`src/rtl/fail_safe_monitor_pkg.sv`:
```
package cmon_pkg;

  // ==========================================================================
  // Register map
  localparam logic [3:0] OFS_OSC_CTRL   = 4'h0;
  localparam logic [3:0] OFS_OSC_STATUS = 4'h4;
  localparam logic [3:0] OFS_IRQ_FLAG   = 4'h8;
  localparam logic [3:0] OFS_IRQ_ENABLE = 4'hc;

  localparam logic [7:0] OSC_CTRL_RESET = 8'h38;
  localparam logic [7:0] OSC_CTRL_WMASK = 8'hfb;
  localparam int         CTRL_PLL_BIT   = 7;
  localparam int         CTRL_FREQ_LSB  = 3;
  localparam int         CTRL_SEL_LSB   = 0;
  localparam int         STAT_START_BIT = 5;
  localparam int         STAT_SRC_LSB   = 1;
  localparam int         STAT_FAIL_BIT  = 0;
  localparam int         FLAG_FAIL_BIT  = 0;
  localparam int         EN_FAIL_BIT    = 0;

  // ==========================================================================
  // Counts
  localparam int         SAMPLE_DIVIDE      = 64;
  localparam logic [4:0] SAMPLE_HALF_LAST   = 5'(SAMPLE_DIVIDE / 2 - 1);
  localparam int         STARTUP_OSC_COUNT  = 1024;
  localparam logic [9:0] STARTUP_LAST       = 10'(STARTUP_OSC_COUNT - 1);

  // ==========================================================================
  // Types
  typedef enum logic [2:0] {
    MODE_LOW_XTAL  = 3'b000,
    MODE_XTAL      = 3'b001,
    MODE_FAST_XTAL = 3'b010,
    MODE_EXT_CLK   = 3'b011,
    MODE_RC        = 3'b100,
    MODE_INT       = 3'b101
  } osc_mode_t;

  typedef enum logic [1:0] {
    SRC_CFG  = 2'b00,
    SRC_SEC  = 2'b01,
    SRC_INT  = 2'b10,
    SRC_HOLD = 2'b11
  } clk_src_t;

  typedef enum logic [1:0] {
    BAND_LF = 2'b00,
    BAND_MF = 2'b01,
    BAND_HF = 2'b10
  } int_band_t;

  typedef enum logic [1:0] {
    ST_START = 2'b00,
    ST_RUN   = 2'b01,
    ST_FAIL  = 2'b10,
    ST_SLEEP = 2'b11
  } fsm_state_t;

  typedef struct packed {
    logic      monitor_enable_cfg;
    logic      cfg_pll_enable;
    osc_mode_t cfg_osc_mode;
  } cfg_word_t;

  typedef struct packed {
    int_band_t  band;
    logic [3:0] code;
    logic       from_hf;
  } int_osc_t;

  // ==========================================================================
  // Decoders
  function automatic clk_src_t decode_select(input logic [1:0] sel);
    decode_select = sel[1] ? SRC_INT : (sel[0] ? SRC_SEC : SRC_CFG);
  endfunction

  function automatic logic is_crystal(input osc_mode_t mode);
    is_crystal = (mode == MODE_LOW_XTAL) || (mode == MODE_XTAL) || (mode == MODE_FAST_XTAL);
  endfunction

  function automatic int_osc_t decode_freq(input logic [3:0] code);
    decode_freq.code    = code;
    decode_freq.band    = code[3] ? BAND_HF : ((code[3:1] == 3'b000) ? BAND_LF : BAND_MF);
    decode_freq.from_hf = code[3] || (code == 4'h3);
    if ((code == 4'h3) || (code[3:1] != 3'b000 && !code[3] && code == 4'h3))
      decode_freq.band = BAND_HF;
  endfunction

endpackage

```
`src/rtl/fail_safe_clock_monitor.sv`:
```
// Function
// - Monitor enabled by config bit, all external modes.
// - No detection until startup timer expires.
// - Sample clock is low-frequency oscillator divided by 64.
// - External falling edge sets latch, sample rise clears.
// - Fail when half sample period has no low.
// - On failure switch internal, set fail flag.
// - Interrupt when fail flag and enable set.
// - Stay internal until software switches back successfully.
// - Fallback frequency comes from frequency select field.
// - Reset or sleep clear fail-safe; a select change alone does not.
// - Select change restarts startup timer, runs internal.
// - Fail-safe also clears when start-up ends, whichever source is selected.
// - Flag sets again if failure persists and the source skips the startup timer.
// - External clock and RC modes skip startup timer.
// - Monitor enable also enables two-speed start-up.
// - Startup status set when running configured clock.
// - Startup timer counts 1024 oscillations for crystals.
//
// The register offsets and the Avalon-MM register port were left to the implementer.
`timescale 1ns/1ns

module fail_safe_clock_monitor
(
  input  wire  logic                 core_clk_in,
  input  wire  logic                 arst_n_in,
  input  wire  cmon_pkg::cfg_word_t  cfg_word_in,
  input  wire  logic                 ext_clk_in,
  input  wire  logic                 lf_osc_in,
  input  wire  logic                 sleep_in,
  input  wire  logic                 wake_in,
  input  wire  logic [3:0]           avs_address_in,
  input  wire  logic                 avs_read_in,
  input  wire  logic                 avs_write_in,
  input  wire  logic [31:0]          avs_writedata_in,
  input  wire  logic [3:0]           avs_byteenable_in,
  output logic [31:0]                avs_readdata_out,
  output logic                       avs_waitrequest_out,
  output cmon_pkg::clk_src_t         sys_clk_src_out,
  output cmon_pkg::int_osc_t         int_osc_out,
  output logic                       pll_enable_out,
  output logic                       fail_safe_out,
  output logic                       irq_out
);
  import cmon_pkg::*;

  // ==========================================================================
  // Pin synchronisers and edge detection
  logic       ext_meta_q;
  logic       ext_sync_q;
  logic       ext_prev_q;
  logic       lf_meta_q;
  logic       lf_sync_q;
  logic       lf_prev_q;
  logic       ext_fall;
  logic       lf_rise;

  always_ff @(posedge core_clk_in or negedge arst_n_in)
  begin
    if (!arst_n_in)
    begin
      ext_meta_q <= 1'b0;
      ext_sync_q <= 1'b0;
      ext_prev_q <= 1'b0;
      lf_meta_q  <= 1'b0;
      lf_sync_q  <= 1'b0;
      lf_prev_q  <= 1'b0;
    end
    else
    begin
      ext_meta_q <= ext_clk_in;
      ext_sync_q <= ext_meta_q;
      ext_prev_q <= ext_sync_q;
      lf_meta_q  <= lf_osc_in;
      lf_sync_q  <= lf_meta_q;
      lf_prev_q  <= lf_sync_q;
    end
  end

  assign ext_fall = ext_prev_q && !ext_sync_q;
  assign lf_rise  = lf_sync_q && !lf_prev_q;

  // ==========================================================================
  // Sample clock divider
  logic [4:0] div_cnt_q;
  logic       samp_q;
  logic       samp_toggle;
  logic       samp_rise;
  logic       samp_fall;

  assign samp_toggle = lf_rise && (div_cnt_q == SAMPLE_HALF_LAST);
  assign samp_rise   = samp_toggle && !samp_q;
  assign samp_fall   = samp_toggle && samp_q;

  always_ff @(posedge core_clk_in or negedge arst_n_in)
  begin
    if (!arst_n_in)
    begin
      div_cnt_q <= 5'h0;
      samp_q    <= 1'b0;
    end
    else if (lf_rise)
    begin
      div_cnt_q <= div_cnt_q + 5'h1;
      if (samp_toggle)
        samp_q <= !samp_q;
    end
  end

  // ==========================================================================
  // Bus slave and registers
  logic [7:0]  ctrl_q;
  logic        flag_q;
  logic        irq_en_q;
  logic        wait_q;
  logic [31:0] rdata_q;
  logic [31:0] rd_word;
  logic        wr_fire;
  logic        select_change;
  logic        fail_evt_q;
  logic        fail_raw_q;
  logic        fail_safe_q;
  logic        startup_q;
  clk_src_t    src_q;
  fsm_state_t  state_q;

  assign wr_fire    = avs_write_in && !wait_q && avs_byteenable_in[0];
  assign select_change = wr_fire && (avs_address_in == OFS_OSC_CTRL) &&
                         (avs_writedata_in[CTRL_SEL_LSB +: 2] != ctrl_q[CTRL_SEL_LSB +: 2]);

  always_comb
  begin
    rd_word = 32'h0000_0000;
    case (avs_address_in)
      OFS_OSC_CTRL:   rd_word[7:0] = ctrl_q;
      OFS_OSC_STATUS:
      begin
        rd_word[STAT_START_BIT]     = startup_q;
        rd_word[STAT_SRC_LSB +: 2]  = src_q;
        rd_word[STAT_FAIL_BIT]      = fail_safe_q;
      end
      OFS_IRQ_FLAG:   rd_word[FLAG_FAIL_BIT] = flag_q;
      OFS_IRQ_ENABLE: rd_word[EN_FAIL_BIT]   = irq_en_q;
      default:        rd_word = 32'h0000_0000;
    endcase
  end

  // One wait cycle per access keeps read data stable at the sampling edge.
  always_ff @(posedge core_clk_in or negedge arst_n_in)
  begin
    if (!arst_n_in)
    begin
      wait_q  <= 1'b1;
      rdata_q <= 32'h0000_0000;
    end
    else
    begin
      wait_q <= !((avs_read_in || avs_write_in) && wait_q);
      if (avs_read_in && wait_q)
        rdata_q <= rd_word;
    end
  end

  always_ff @(posedge core_clk_in or negedge arst_n_in)
  begin
    if (!arst_n_in)
      ctrl_q <= OSC_CTRL_RESET;
    else if (wr_fire && (avs_address_in == OFS_OSC_CTRL))
      ctrl_q <= avs_writedata_in[7:0] & OSC_CTRL_WMASK;
  end

  always_ff @(posedge core_clk_in or negedge arst_n_in)
  begin
    if (!arst_n_in)
      irq_en_q <= 1'b0;
    else if (wr_fire && (avs_address_in == OFS_IRQ_ENABLE))
      irq_en_q <= avs_writedata_in[EN_FAIL_BIT];
  end

  // A failure in the same cycle as a software clear keeps the flag set.
  always_ff @(posedge core_clk_in or negedge arst_n_in)
  begin
    if (!arst_n_in)
      flag_q <= 1'b0;
    else if (fail_evt_q && (state_q == ST_RUN))
      flag_q <= 1'b1;
    else if (wr_fire && (avs_address_in == OFS_IRQ_FLAG))
      flag_q <= avs_writedata_in[FLAG_FAIL_BIT];
  end

  // ==========================================================================
  // Target source decode
  clk_src_t   target;
  logic       ext_target;
  logic       needs_timer;
  logic       monitored;

  always_comb
  begin
    target     = decode_select(ctrl_q[CTRL_SEL_LSB +: 2]);
    ext_target = (target == SRC_SEC) ||
                 ((target == SRC_CFG) && (cfg_word_in.cfg_osc_mode != MODE_INT));
    needs_timer = (target == SRC_SEC) ||
                 ((target == SRC_CFG) && is_crystal(cfg_word_in.cfg_osc_mode));
    monitored  = cfg_word_in.monitor_enable_cfg && ext_target;
  end

  // ==========================================================================
  // Start-up timer and clock state
  logic [9:0] timer_cnt_q;
  fsm_state_t state_d;
  logic       timer_done;

  assign timer_done = ext_fall && (timer_cnt_q == STARTUP_LAST);

  always_comb
  begin
    state_d = state_q;
    unique case (state_q)
      ST_START:
      begin
        if (!ext_target || !needs_timer || timer_done)
          state_d = ST_RUN;
      end
      ST_RUN:
      begin
        if (fail_evt_q)
          state_d = ST_FAIL;
      end
      ST_FAIL:  state_d = ST_FAIL;
      ST_SLEEP:
      begin
        if (wake_in)
          state_d = ST_START;
      end
    endcase
    if (select_change && (state_q != ST_SLEEP))
      state_d = ST_START;
    if (sleep_in)
      state_d = ST_SLEEP;
  end

  always_ff @(posedge core_clk_in or negedge arst_n_in)
  begin
    if (!arst_n_in)
      state_q <= ST_START;
    else
      state_q <= state_d;
  end

  always_ff @(posedge core_clk_in or negedge arst_n_in)
  begin
    if (!arst_n_in)
      timer_cnt_q <= 10'h000;
    else if (state_q != ST_START || select_change)
      timer_cnt_q <= 10'h000;
    else if (ext_fall)
      timer_cnt_q <= timer_cnt_q + 10'h001;
  end

  // The fail-safe bit survives the restarted timer so software sees why it runs internal.
  always_ff @(posedge core_clk_in or negedge arst_n_in)
  begin
    if (!arst_n_in)
      fail_safe_q <= 1'b0;
    else if (sleep_in)
      fail_safe_q <= 1'b0;
    else if (state_q == ST_RUN && fail_evt_q)
      fail_safe_q <= 1'b1;
    else if (state_q == ST_START && state_d == ST_RUN)
      fail_safe_q <= 1'b0;
  end

  // ==========================================================================
  // Fail detector
  logic mon_active;
  logic latch_q;
  logic armed_q;

  assign mon_active = (state_q == ST_RUN) && monitored;

  always_ff @(posedge core_clk_in or negedge arst_n_in)
  begin
    if (!arst_n_in)
      latch_q <= 1'b0;
    else if (ext_fall)
      latch_q <= 1'b1;
    else if (samp_rise)
      latch_q <= 1'b0;
  end

  // Arming on a sample rise avoids judging a half period that started mid-way.
  always_ff @(posedge core_clk_in or negedge arst_n_in)
  begin
    if (!arst_n_in)
      armed_q <= 1'b0;
    else if (!mon_active)
      armed_q <= 1'b0;
    else if (samp_rise)
      armed_q <= 1'b1;
  end

  always_ff @(posedge core_clk_in or negedge arst_n_in)
  begin
    if (!arst_n_in)
    begin
      fail_raw_q <= 1'b0;
      fail_evt_q <= 1'b0;
    end
    else
    begin
      fail_raw_q <= mon_active && armed_q && samp_fall && !latch_q && !ext_fall;
      fail_evt_q <= fail_raw_q && mon_active;
    end
  end

  // ==========================================================================
  // Output registers
  clk_src_t src_d;

  always_comb
  begin
    src_d = SRC_HOLD;
    unique case (state_q)
      ST_START: src_d = !ext_target ? target :
                        (cfg_word_in.monitor_enable_cfg ? SRC_INT : SRC_HOLD);
      ST_RUN:   src_d = target;
      ST_FAIL:  src_d = SRC_INT;
      ST_SLEEP: src_d = SRC_HOLD;
    endcase
  end

  always_ff @(posedge core_clk_in or negedge arst_n_in)
  begin
    if (!arst_n_in)
    begin
      src_q     <= SRC_HOLD;
      startup_q <= 1'b0;
    end
    else
    begin
      src_q     <= src_d;
      startup_q <= (state_q == ST_RUN) && (target == SRC_CFG);
    end
  end

  always_ff @(posedge core_clk_in or negedge arst_n_in)
  begin
    if (!arst_n_in)
    begin
      int_osc_out    <= decode_freq(OSC_CTRL_RESET[CTRL_FREQ_LSB +: 4]);
      pll_enable_out <= 1'b0;
      irq_out        <= 1'b0;
    end
    else
    begin
      int_osc_out    <= decode_freq(ctrl_q[CTRL_FREQ_LSB +: 4]);
      pll_enable_out <= cfg_word_in.cfg_pll_enable || ctrl_q[CTRL_PLL_BIT];
      irq_out        <= flag_q && irq_en_q;
    end
  end

  assign avs_readdata_out    = rdata_q;
  assign avs_waitrequest_out = wait_q;
  assign sys_clk_src_out     = src_q;
  assign fail_safe_out       = fail_safe_q;
endmodule // fail_safe_clock_monitor

```
`config.mk`:
```
export PLATFORM = sky130hd
export DESIGN_NAME = fail_safe_clock_monitor
export DESIGN_NICKNAME = d
export VERILOG_FILES = /design/src/rtl/fail_safe_monitor_pkg.sv /design/src/rtl/fail_safe_clock_monitor.sv
export SDC_FILE = /design/constraint.sdc
export NUM_CORES = 1
export LEC_CHECK = 0
export BUFFER_PORTS_ARGS = -buffer_cell sky130_fd_sc_hd__buf_4
export CAP_MARGIN = 20
export CORE_UTILIZATION = 34
export CTS_CLUSTER_SIZE = 12
export DETAILED_ROUTE_END_ITERATION = 16
export GPL_ROUTABILITY_DRIVEN = 1
export PLACE_DENSITY_LB_ADDON = 0.2
export SETUP_SLACK_MARGIN = 0.4
export SLEW_MARGIN = 40
export SYNTH_ARGS = -nofsm -noshare
export SYNTH_HDL_FRONTEND = slang
export SYNTH_SLANG_ARGS = --single-unit
```
`constraint.sdc`:
```
create_clock -name core_clk_in -period 1.6 [get_ports core_clk_in]
set_input_delay 0.24 -clock core_clk_in [delete_from_list [all_inputs] [get_ports core_clk_in]]
set_output_delay 0.24 -clock core_clk_in [all_outputs]
set_load 0.01 [all_outputs]
```
==> impl_metrics.json <==
{
  "pin_count": 98,
  "final_cell_area_mm2": 0.00400,
  "critPathLaunchType": "flop",
  "dpl_cell_area_mm2": 0.00331,
  "overflow": 0,
  "routedWlPerCell_um": 12.6,
  "crit_start": "state_q[0]",
  "core-area_mm2": 0.00769,
  "grt_use_total": 0.139,
  "rows": 32,
  "layout_common_cells": "buf_4, dfrtp_1, conb_1",
  "cts_root_buf": "clkbuf_8",
  "synth_area_mm2": 0.00270,
  "drive_gt1_frac": 0.493,
  "p_int_mw": 3.05,
  "synth_warnings": 0,
  "hold_viol": 0,
  "grt_pass1_vias": 1955,
  "hold_start": "avs_write_in",
  "yosys.area.top_type": "dfrtp_1",
  "layout.cells.most_common": "buf_4",
  "worstPathCellList": "or3b_1, or4_4, a32oi_2, a31o_1",
  "port_buffers": 45,
  "die_area_mm2": 0.00829,
  "hp-class": "input port to flop",
  "ys_types": 46,
  "cts_made_buffers": 9,
  "worstPathArrival_ps": 2070,
  "synth_area_leaders": "dfrtp_1, dfstp_2, buf_4",
  "clock-sinks": 59,
  "max_cap_violations": 0,
  "ys_ff_latch": 59,
  "ys_seq_area_frac": 0.552,
  "place_hpwl_mm": 3.53,
  "drc": 0,
  "worstSetupPathType": "flop to flop",
  "crit_fanout": 3,
  "rsz0062_at_grt": "true",
  "grt_pass1_wl_mm": 8.83,
  "cts_tree": "done",
  "met3_usage": 0.0360,
  "start_util": 0.351,
  "h-tree-depth": 3,
  "ys.flop_type": "dfrtp_1",
  "finClkSkew_ps": 11.2,
  "postSynthCellCount": 242,
  "violations": "negative setup slack",
  "leakage_nw": 1.80,
  "cts.clk_slew.worst_paths_ps": 70,
  "fp.dieH_um": 91.1,
  "gr-max-usage-layer": "met2",
  "grt_start_max_net_pins": 46,
  "fmax_mhz": 555,
  "combPwrFrac": 0.196,
  "drt_pass1_iterations": 4,
  "drt_wl_total_mm": 5.51,
  "drv_slew": 0,
  "area_growth_pct": 48.4,
  "seq_power_share": 0.439,
  "setup_viol": 2,
  "nets": 388,
  "rrSetupSlack_ps": -200,
  "slowest_delay_ps": 580,
  "drt_iter0_markers": 46,
  "grt_use_met2": 0.225,
  "fin_tns_setup_ps": -290,
  "gp_congestion": 0.718,
  "period_minus_slack_ps": 1800,
  "synth_area_per_cell_um2": 11.1,
  "antenna-diode-count": 0,
  "critPathRequiredTime_ps": 1870,
  "r2r-start": "state_q[0]",
  "die_w_um": 91.1,
  "power_per_cell_area_mw_per_mm2": 1040,
  "grt_antenna_before_repair": 0,
  "vias": 2009,
  "crit_path_end_kind": "flop",
  "switching_share": 0.269,
  "setup_ws_ps": -203,
  "crit_slowest_cell": "or4_4",
  "async_flop_share": 1.00,
  "ant_nets": 0,
  "use_met1": 0.170,
  "irDropWorstVdd_mv": 0.355,
  "switchingPower_mw": 1.12,
  "clock_latency_ps": 340,
  "cts_buffer_depth": 2,
  "synth_top_area_share": 0.455,
  "outcome": "finished with violations",
  "post-route-period-util": 1.13,
  "viasPerCell": 4.58,
  "synth_edf_count": 0,
  "p_clk_frac": 0.365
}
per-stage QoR:
step / setup WS (ps) / instances / utilization / hold WS (ps) / total power [mW]
2_1_floorplan: -23.6 / 265 / - / -55.6 / 2.22
3_3_place_gp: -136 / 406 / 0.431 / 115 / 2.45
3_5_place_dp: -128 / 406 / 0.431 / 114 / 2.46
4_1_cts: -97.2 / 431 / 0.491 / 56.3 / 4.13
5_1_grt: -225 / 439 / 0.521 / 61.9 / 4.39
6_report: -203 / 439 / 0.521 / 74.9 / 4.16
critical path: cells and delay by family (launching register included):
kind	cells	cell delay [ps]
AO/OA/AOI/OAI	2	380
flip-flops	1	380
AND/OR/NAND/NOR	2	970
routing by layer:
layer | share of wire | up-vias
met3 | 0.055 | 4
li1 | - | 964
met2 | 0.51 | 54
met4 | 0.0080 | 0
met1 | 0.43 | 987
met5 | 0 | -
cells by family (layout without fill, tap and decap cells):
logic type / Yosys count / after routing / share of synthesized area
AO/OA/AOI/OAI: 32 / 32 / 0.0798
flip-flops: 59 / 59 / 0.552
other: 1 / 24 / 0.00139
buffers and inverters: 39 / 111 / 0.0932
adder cells (fa/ha/maj): 3 / 3 / 0.0139
multiplexers: 14 / 14 / 0.0566
XOR/XNOR: 13 / 13 / 0.0422
AND/OR/NAND/NOR: 81 / 81 / 0.161
area by class of cell:
type	count	area, µm²
Clock buffer	9	124
Clock inverter	7	101
Fill cell	669	3680
Inverter	7	26.3
Multi-Input combinational cell	167	1340
Sequential cell	59	1490
Tap cell	102	128
Timing Repair Buffer	88	798
Yosys cell counts, types with 3 or more instances:
| master | count |
|---|---|
| dfrtp_1 | 49 |
| buf_4 | 25 |
| nand2_1 | 25 |
| nor2_1 | 14 |
| o21ai_0 | 13 |
| dfstp_2 | 10 |
| mux2_2 | 10 |
| a21oi_1 | 8 |
| xnor2_1 | 8 |
| inv_1 | 7 |
| nand3_1 | 6 |
| xor2_1 | 5 |
| mux2i_1 | 4 |
| nand4_1 | 4 |
| or3_1 | 4 |
| and3_1 | 3 |
| buf_2 | 3 |
| clkbuf_1 | 3 |
| ha_1 | 3 |
| nor2b_1 | 3 |
| nor3_1 | 3 |
worst paths after layout:
path | to | depth (start not counted)
setup reg to reg | state_q[0] | 4
hold / removal | avs_waitrequest_out | 2
min in group asynchronous | irq_out | 2
hold reg to reg | lf_sync_q | 0
setup / recovery | state_q[0] | 4
max in group asynchronous | int_osc_out[3] | 3
flip-flops by register name, indices dropped and copies added (netlist names), 2 cells and up:
| register | count |
|---|---|
| div_cnt_q | 5 |
| sys_clk_src_out | 2 |
| int_osc_out | 7 |
| state_q | 2 |
| avs_readdata_out | 8 |
| timer_cnt_q | 10 |
| ctrl_q | 7 |
power groups by stage:
stage	clock network, mW	logic [mW]	registers, mW
2_1_floorplan	0	0.371	1.85
3_3_place_gp	0	0.603	1.84
3_5_place_dp	0	0.613	1.85
4_1_cts	1.56	0.736	1.83
5_1_grt	1.64	0.894	1.86
6_report	1.52	0.815	1.83
timing repair:
item | CTS | global route
hold buffers | 3 | 0
gates resized for setup | 38 | 37
endpoints found under the setup margin | 39 | 40
setup buffers | 6 | 6
cloned | 0 | 2
pin swaps | 6 | 13
hold endpoints to repair | 16 | 0
Power figures use the tool's default switching activity.
